--- src/ccpd_pkg.sv ---
// Purpose: Shared constants for the clock power-down control block
// Assumes: One 200 MHz clock; all inputs synchronous to it
// Notes: Times kept in their own units, cycle counts derived from them
package ccpd_pkg;

  // ----------------------------------------
  // Clock and timing
  // ----------------------------------------
  localparam int unsigned CLK_PERIOD_PS = 5000;
  localparam int unsigned RESTART_MAX_US_X10 = 18000; // 1.8 ms, in tenths of a microsecond
  localparam int unsigned CPU_DRIVE_MAX_US = 300;
  // Longest times round down; restart must stay strictly below its limit
  localparam int unsigned RESTART_CYC = (RESTART_MAX_US_X10 * 100) / CLK_PERIOD_PS - 1;
  localparam int unsigned CPU_DRIVE_CYC = (CPU_DRIVE_MAX_US * 1000) / (CLK_PERIOD_PS / 1000);
  localparam int unsigned CNT_W = 19;

  // ----------------------------------------
  // Power-down sampling
  // ----------------------------------------
  localparam logic [1:0] PD_LOWS_NEEDED = 2'h2;
  localparam logic [1:0] PD_LOWS_CLEAR = 2'h0;
  localparam logic [1:0] PD_LOWS_STEP = 2'h1;

  // ----------------------------------------
  // Output families
  // ----------------------------------------
  localparam int unsigned N_REF = 2;
  localparam int unsigned N_PCI = 9;
  localparam int unsigned N_V66 = 4;
  localparam int unsigned N_USB = 2;
  localparam int unsigned N_CPU = 3;

  // ----------------------------------------
  // Control states
  // ----------------------------------------
  typedef enum logic [2:0] {
    CCPD_RUN,
    CCPD_STOP,
    CCPD_DOWN,
    CCPD_WAKE
  } ccpd_state_t;

endpackage

--- src/ccpd_gate.sv ---
// Purpose: Glitch-free stop/start gate for one running clock source
// Assumes: src is a level synchronous to clk
// Notes: Stops only on a falling edge, restarts only while source is low
module ccpd_gate (
  // Clock and reset
  input wire logic clk,
  input wire logic resetn,
  // Source and control
  input wire logic src,
  input wire logic stop_req,
  // Gated result
  output logic gated_q,
  output logic stopped_q
);

  logic src_prev_q;
  logic en_q;
  logic en_d;

  always_comb begin
    en_d = en_q;
    if (en_q && stop_req && src_prev_q && !src) begin
      en_d = 1'b0;
    end else if (!en_q && !stop_req && !src) begin
      en_d = 1'b1;
    end
  end

  always_ff @(posedge clk or negedge resetn) begin
    if (!resetn) begin
      src_prev_q <= 1'b0;
      en_q <= 1'b1;
      gated_q <= 1'b0;
      stopped_q <= 1'b0;
    end else begin
      src_prev_q <= src;
      en_q <= en_d;
      gated_q <= en_d & src;
      stopped_q <= ~en_d;
    end
  end

endmodule

--- src/ccpd_top.sv ---
// Purpose: Power-down control for a multi-output clock synthesizer
// Assumes: PLL outputs arrive as levels synchronous to clk
// Notes: Restart counts are parameters so simulation can shorten them
module ccpd_top #(
  parameter int unsigned RESTART_CYC = ccpd_pkg::RESTART_CYC,
  parameter int unsigned CPU_DRIVE_CYC = ccpd_pkg::CPU_DRIVE_CYC
) (
  // Clock and reset
  input wire logic clk,
  input wire logic resetn,
  // Power management
  input wire logic power_down_n,
  input wire logic cpu_tristate_pd,
  // PLL sources
  input wire logic pll_cpu,
  input wire logic pll_ref,
  input wire logic pll_pci,
  input wire logic pll_v66,
  input wire logic pll_usb,
  output logic pll_enable,
  // Single-ended outputs
  output logic [ccpd_pkg::N_REF-1:0] ref_out,
  output logic [ccpd_pkg::N_PCI-1:0] pci_out,
  output logic [ccpd_pkg::N_V66-1:0] v66_out,
  output logic [ccpd_pkg::N_USB-1:0] usb_out,
  // CPU differential outputs
  output logic [ccpd_pkg::N_CPU-1:0] cpu_clock_true_out,
  output logic [ccpd_pkg::N_CPU-1:0] cpu_clock_true_oe,
  output logic [ccpd_pkg::N_CPU-1:0] cpu_clock_comp_out,
  output logic [ccpd_pkg::N_CPU-1:0] cpu_clock_comp_oe,
  output logic cpu_bias_double,
  // Status
  output logic power_down_active
);

  ccpd_pkg::ccpd_state_t state_q;
  logic [1:0] pd_lows_q;
  logic comp_prev_q;
  logic [ccpd_pkg::CNT_W-1:0] wake_cnt_q;
  logic stop_req;
  logic cpu_g, cpu_clock_comp_out_g, ref_g, pci_g, v66_g, usb_g;
  logic cpu_s, cpu_clock_comp_out_s, ref_s, pci_s, v66_s, usb_s;
  logic all_stopped;
  logic comp_rise;
  logic pd_seen;

  // ----------------------------------------
  // Output gates
  // ----------------------------------------
  assign stop_req = (state_q != ccpd_pkg::CCPD_RUN);

  ccpd_gate u_cpu (.clk(clk), .resetn(resetn), .src(pll_cpu), .stop_req(stop_req),
    .gated_q(cpu_g), .stopped_q(cpu_s));
  ccpd_gate u_cpu_clock_comp_out (.clk(clk), .resetn(resetn), .src(~pll_cpu), .stop_req(stop_req),
    .gated_q(cpu_clock_comp_out_g), .stopped_q(cpu_clock_comp_out_s));
  ccpd_gate u_ref (.clk(clk), .resetn(resetn), .src(pll_ref), .stop_req(stop_req),
    .gated_q(ref_g), .stopped_q(ref_s));
  ccpd_gate u_pci (.clk(clk), .resetn(resetn), .src(pll_pci), .stop_req(stop_req),
    .gated_q(pci_g), .stopped_q(pci_s));
  ccpd_gate u_v66 (.clk(clk), .resetn(resetn), .src(pll_v66), .stop_req(stop_req),
    .gated_q(v66_g), .stopped_q(v66_s));
  ccpd_gate u_usb (.clk(clk), .resetn(resetn), .src(pll_usb), .stop_req(stop_req),
    .gated_q(usb_g), .stopped_q(usb_s));

  // A slow reference may take many fast cycles to fall; state waits for it
  assign all_stopped = cpu_s & cpu_clock_comp_out_s & ref_s & pci_s & v66_s & usb_s;

  assign ref_out = {ccpd_pkg::N_REF{ref_g}};
  assign pci_out = {ccpd_pkg::N_PCI{pci_g}};
  assign v66_out = {ccpd_pkg::N_V66{v66_g}};
  assign usb_out = {ccpd_pkg::N_USB{usb_g}};

  // ----------------------------------------
  // Power-down sampling on complement CPU edges
  // ----------------------------------------
  assign comp_rise = cpu_clock_comp_out_g & ~comp_prev_q;
  assign pd_seen = (pd_lows_q == ccpd_pkg::PD_LOWS_NEEDED);

  always_ff @(posedge clk or negedge resetn) begin
    if (!resetn) begin
      comp_prev_q <= 1'b0;
    end else begin
      comp_prev_q <= cpu_clock_comp_out_g;
    end
  end

  always_ff @(posedge clk or negedge resetn) begin
    if (!resetn) begin
      pd_lows_q <= ccpd_pkg::PD_LOWS_CLEAR;
    end else if (state_q == ccpd_pkg::CCPD_WAKE) begin
      pd_lows_q <= ccpd_pkg::PD_LOWS_CLEAR;
    end else if (comp_rise) begin
      if (power_down_n) begin
        pd_lows_q <= ccpd_pkg::PD_LOWS_CLEAR;
      end else if (!pd_seen) begin
        pd_lows_q <= pd_lows_q + ccpd_pkg::PD_LOWS_STEP;
      end
    end
  end

  // ----------------------------------------
  // Control state
  // ----------------------------------------
  always_ff @(posedge clk or negedge resetn) begin
    if (!resetn) begin
      state_q <= ccpd_pkg::CCPD_RUN;
    end else begin
      case (state_q)
        ccpd_pkg::CCPD_RUN: begin
          if (pd_seen) begin
            state_q <= ccpd_pkg::CCPD_STOP;
          end
        end
        ccpd_pkg::CCPD_STOP: begin
          if (all_stopped) begin
            state_q <= ccpd_pkg::CCPD_DOWN;
          end
        end
        ccpd_pkg::CCPD_DOWN: begin
          if (power_down_n) begin
            state_q <= ccpd_pkg::CCPD_WAKE;
          end
        end
        ccpd_pkg::CCPD_WAKE: begin
          if (wake_cnt_q == RESTART_CYC[ccpd_pkg::CNT_W-1:0]) begin
            state_q <= ccpd_pkg::CCPD_RUN;
          end
        end
        default: begin
          state_q <= ccpd_pkg::CCPD_RUN;
        end
      endcase
    end
  end

  always_ff @(posedge clk or negedge resetn) begin
    if (!resetn) begin
      wake_cnt_q <= '0;
    end else if (state_q == ccpd_pkg::CCPD_WAKE) begin
      wake_cnt_q <= wake_cnt_q + 1'b1;
    end else begin
      wake_cnt_q <= '0;
    end
  end

  // PLLs stay off only while fully down
  assign pll_enable = (state_q != ccpd_pkg::CCPD_DOWN);
  assign power_down_active = (state_q == ccpd_pkg::CCPD_DOWN);

  // ----------------------------------------
  // CPU pair drive
  // ----------------------------------------
  always_ff @(posedge clk or negedge resetn) begin
    if (!resetn) begin
      cpu_clock_true_out <= '0;
      cpu_clock_true_oe <= '1;
      cpu_clock_comp_out <= '0;
      cpu_clock_comp_oe <= '1;
      cpu_bias_double <= 1'b0;
    end else if (state_q == ccpd_pkg::CCPD_WAKE) begin
      // Static high/low drive gives swing well before clocks restart
      cpu_clock_true_out <= '1;
      cpu_clock_true_oe <= '1;
      cpu_clock_comp_out <= '0;
      cpu_clock_comp_oe <= '1;
      cpu_bias_double <= 1'b0;
    end else if (state_q == ccpd_pkg::CCPD_DOWN || (state_q == ccpd_pkg::CCPD_STOP && cpu_s && cpu_clock_comp_out_s)) begin
      cpu_clock_true_out <= {ccpd_pkg::N_CPU{~cpu_tristate_pd}};
      cpu_clock_true_oe <= {ccpd_pkg::N_CPU{~cpu_tristate_pd}};
      cpu_clock_comp_out <= '0;
      cpu_clock_comp_oe <= '0;
      cpu_bias_double <= ~cpu_tristate_pd;
    end else begin
      cpu_clock_true_out <= {ccpd_pkg::N_CPU{cpu_g}};
      cpu_clock_true_oe <= '1;
      cpu_clock_comp_out <= {ccpd_pkg::N_CPU{cpu_clock_comp_out_g}};
      cpu_clock_comp_oe <= '1;
      cpu_bias_double <= 1'b0;
    end
  end

  // ----------------------------------------
  // Checks
  // ----------------------------------------
  AST_STOP_ON_FALL: assert property (@(posedge clk) disable iff (!resetn)
    $fell(pci_g) |-> $past(pll_pci, 2) && !$past(pll_pci))
    else $error("pci output fell other than with its source");
  AST_TWO_LOWS: assert property (@(posedge clk) disable iff (!resetn)
    (state_q == ccpd_pkg::CCPD_RUN) ##1 (state_q == ccpd_pkg::CCPD_STOP) |-> $past(pd_lows_q) == ccpd_pkg::PD_LOWS_NEEDED)
    else $error("power-down entered without two low samples");
  AST_DOWN_LOW: assert property (@(posedge clk) disable iff (!resetn)
    (state_q == ccpd_pkg::CCPD_DOWN) |-> !ref_g && !pci_g && !v66_g && !usb_g && !cpu_clock_comp_out_g)
    else $error("output not low while powered down");
  AST_PARK_DEFAULT: assert property (@(posedge clk) disable iff (!resetn)
    (state_q == ccpd_pkg::CCPD_DOWN) && !cpu_tristate_pd ##1 (state_q == ccpd_pkg::CCPD_DOWN)
    |-> cpu_clock_true_out[0] && cpu_clock_true_oe[0] && cpu_bias_double && !cpu_clock_comp_oe[0])
    else $error("cpu pair not in default park");
  AST_PARK_TRISTATE: assert property (@(posedge clk) disable iff (!resetn)
    (state_q == ccpd_pkg::CCPD_DOWN) && cpu_tristate_pd ##1 (state_q == ccpd_pkg::CCPD_DOWN)
    |-> !cpu_clock_true_oe[0] && !cpu_clock_comp_oe[0])
    else $error("cpu pair driven while tri-state parking selected");
  AST_REF_WAIT: assert property (@(posedge clk) disable iff (!resetn)
    (state_q == ccpd_pkg::CCPD_STOP) && !ref_s |=> state_q != ccpd_pkg::CCPD_DOWN)
    else $error("power-down reached before reference stopped");
  AST_RESTART_BOUND: assert property (@(posedge clk) disable iff (!resetn)
    (state_q == ccpd_pkg::CCPD_WAKE) |-> wake_cnt_q <= RESTART_CYC[ccpd_pkg::CNT_W-1:0])
    else $error("restart exceeded its limit");
  AST_CPU_DRIVE: assert property (@(posedge clk) disable iff (!resetn)
    (state_q == ccpd_pkg::CCPD_WAKE) && (wake_cnt_q != '0) && (wake_cnt_q < CPU_DRIVE_CYC[ccpd_pkg::CNT_W-1:0])
    |-> cpu_clock_true_oe[0] && cpu_clock_comp_oe[0] && cpu_clock_true_out[0])
    else $error("cpu pair not driven early in wake");
  AST_CLEAN_START: assert property (@(posedge clk) disable iff (!resetn)
    $rose(v66_g) |-> $past(pll_v66) && !$past(pll_v66, 2)
      && ($past(state_q) == ccpd_pkg::CCPD_RUN || $past(state_q) == ccpd_pkg::CCPD_STOP))
    else $error("v66 output restarted mid-pulse");

endmodule

--- config.mk ---
export PLATFORM = sky130hd
export DESIGN_NAME = ccpd_top
export DESIGN_NICKNAME = d
export VERILOG_FILES = /design/src/ccpd_pkg.sv /design/src/ccpd_gate.sv /design/src/ccpd_top.sv
export SDC_FILE = /design/constraint.sdc
export NUM_CORES = 1
export LEC_CHECK = 0
export ABC_CLOCK_PERIOD_IN_PS = 3100
export BUFFER_PORTS_ARGS = -buffer_cell sky130_fd_sc_hd__buf_2
export CAP_MARGIN = 5
export CORE_ASPECT_RATIO = 1.75
export CORE_MARGIN = 5
export CORE_UTILIZATION = 60
export CTS_BUF_LIST = sky130_fd_sc_hd__clkbuf_8
export DETAILED_ROUTE_END_ITERATION = 16
export PLACE_DENSITY_LB_ADDON = 0.2
export SETUP_SLACK_MARGIN = 0.05
export SYNTH_ARGS = -nofsm -noshare
export SYNTH_HDL_FRONTEND = slang
export SYNTH_HIERARCHICAL = 1
export SYNTH_SLANG_ARGS = --single-unit
--- constraint.sdc ---
create_clock -name clk -period 3.1 [get_ports clk]
set_clock_uncertainty 0.15 [all_clocks]
set_input_delay 0.155 -clock clk [delete_from_list [all_inputs] [get_ports clk]]
set_output_delay 0.155 -clock clk [all_outputs]
set_load 0.005 [all_outputs]
==> out/qor.txt <==
Yosys warns - 6
Fin. Hold Viols - 0
PD cells - 713 nW/µm²
GR Overflow Total - 0
Worst Min Path Start - power_down_n
First-pass GRT wire length - 7.00 mm
Top flop regs - wake_cnt_q (19), pd_lows_q (2), state_q (2)
Cell taking the most area after synthesis - dfrtp_1
FFs w/ async S/R, synth - 1.00
Synth Flop Type - dfrtp_1
Slew headroom - 0.281
Unique masters post-synth - 40
Synthesis-stage register bit count - 53
Die width - 58.7 µm
IO Count - 41
Synth Net Count - 237
Critical Path RT - 3.14 ns
Final ANT Viol Nets - 0
Die ar. - 5590 µm²
Most common library cells after synthesis - 45 x dfrtp_1, 25 x buf_4, 15 x and2_1, 13 x nor2_1, 11 x nand3_1
Setup TNS - 0 ns
Worst-path cell chain - ha_1, nand2_1, nor4_1, nand4_1, a221o_1, mux2_1
Clk Latency, worst-skew pair - 0.30 ns
Setup CP Type - reg2reg
Total core area - 4070 µm²
CTS Buf Count - 5
Diodes inserted - 0
Number of flops mapped to enable cells by yosys - 0
DR iter-0 viols - 27
Vias per cell - 5.12
# clock sinks - 53
Layout Nets - 265
Synth top area share - 0.452
Htree depth - 2
Non-filler cells, final - 300
Top-count cell post-synth - dfrtp_1
Gr usage total - 0.162
Setup crit start kind - register
LEAKAGE - 1.36 nW
Mapped Cells - 222
Clk slew on worst S/H paths - 0.10 ns
Max reg flops - 19
Max incr delay on CP - 0.42 ns
Initial DRT Pass Iterations - 3
Starting density of the core - 0.611
P&R area growth vs syn - 9.50%
Worst path slowest cell - dfrtp_1
Family with the most delay on the worst path - flip-flops
Port bufs - 40
Outcome - finished, final reports clean
Min-Delay Path Class - in2reg
Final period util - 0.655
Top reg by flops - wake_cnt_q
Initial antenna violation count - 0
Max-Cap Viols - 0
DRC viols - 0
Least-Margin Pin Slew - 1.08 ns
Setup-failing EPs final - 0
Vias in the first global route - 1562
DR WL/cell - 13.8 µm
Placer Congestion - 0.753
RSZ-0062 raised after global routing - no
Cell area after synthesis - 2490 µm²
Max Root-Sink Buffers - 2
Maximum VDD drop - 0.498 mV
Die Span Y - 95.2 µm
Share of layout cells above drive strength 1 - 0.295
Largest net degree at the start of global routing - 52
Critical path endpoint category - register
Via Count - 1536
Avg Inst Size Synth - 11.2 µm²
Crit path buffers/inverters - 0
Fin. max-slew vios - 0
Critical path origin - wake_cnt_q[0]
TritonCTS clock tree - built
Min Clock Period, post-route - 2.03 ns
Worst-path fanout max - 5
Fmax - 0.492 GHz
CTS root buf - clkbuf_8
Area contributors post-synth - dfrtp_1 45%, dfstp_2 8.4%, buf_4 7.5%
CP arrival - 2.08 ns
Seq/Total Area, Yosys - 0.537
Rows - 31
Routed WL - 4.14 mm
Placed insts - 285
# Post-CTS Setup Buffers - 0
R2R Path Start - wake_cnt_q[0]
DP Wirelength - 2.94 mm
routing by layer:
metal	global-route usage	share of wire	wire [µm]
met5	0	0	0
met4	0.0548	0.016	65
met3	0.0325	0.026	109
met2	0.298	0.57	2370
met1	0.183	0.39	1590
per-stage QoR:
| stage | hold WS (ns) | cell area [µm²] | setup WS, ns | utilization | power (mW) |
|---|---|---|---|---|---|
| detailed placement | 0.154 | 2560 | 1.11 | 0.630 | 1.57 |
| global route | 0.0350 | 2730 | 0.924 | 0.669 | 2.08 |
| finish | 0.0267 | 2730 | 1.07 | 0.669 | 1.94 |
| CTS | 0.0159 | 2730 | 1.08 | 0.669 | 1.97 |
| floorplan | -0.291 | 2490 | 1.24 | - | 1.45 |
| global placement | 0.154 | 2560 | 1.15 | 0.630 | 1.55 |
power breakdown:
part | internal [mW] | leakage [nW] | total (mW) | switching [mW]
logic | 0.273 | 0.647 | 0.563 | 0.289
registers | 0.889 | 0.666 | 0.991 | 0.102
clock network | 0.161 | 0.0445 | 0.390 | 0.229
cells in the final DEF (no fill, tap or decap), drive strengths merged, types with 4 or more instances in the layout:
cell type / count
dlygate4sd3: 7
a21oi: 8
xor2: 8
buf: 42
nor3: 5
or3: 4
nor2: 13
dfrtp: 45
ha: 6
nand2b: 7
o21ai: 4
nand2: 6
dfstp: 8
nor2b: 4
xnor2: 7
clkbuf: 5
inv: 11
nand3: 12
nor4: 4
a21o: 6
and2: 21
worst min-delay path, cell delays in order:
cell and delay (ns):
buf_2 0.12, or4_1 0.11, a21oi_1 0.06
repair_timing:
item	4_1_cts	5_1_grt
hold buffers	7	0
hold endpoints to repair	62	0
gates resized for setup	0	0
final cells by class:
| cell class | instances | area (µm²) |
|---|---|---|
| Fill cell | 333 | 1350 |
| Sequential cell | 53 | 1340 |
| Multi-Input combinational cell | 131 | 915 |
| Timing Repair Buffer | 49 | 285 |
| Clock buffer | 5 | 68.8 |
| Tap cell | 49 | 61.3 |
| Inverter | 10 | 37.5 |
| Clock inverter | 3 | 21.3 |
final timing paths:
kind                                         to  slack [ns]  depth (start not counted)
min                                pd_lows_q[0]        0.03                          3
max in group asynchronous  cpu_clock_true_oe[1]        1.63                          3
min in group asynchronous        wake_cnt_q[17]        0.43                          2
max                                  state_q[1]        1.07                          6
min reg2reg                         comp_prev_q        0.26                          0
max reg2reg                          state_q[1]        1.07                          6
logic make-up after synthesis:
kind of cell | Yosys count | synth area share
AOI/OAI and AO/OA | 24 | 0.0608
xor gates and xnor gates | 15 | 0.0528
adders and majority gates | 6 | 0.0302
buffers and inverters | 38 | 0.0955
DFF | 53 | 0.537
muxes | 2 | 0.00855
and+or+nand+nor | 84 | 0.215
Note: power is estimated with default switching activity, not from simulation.
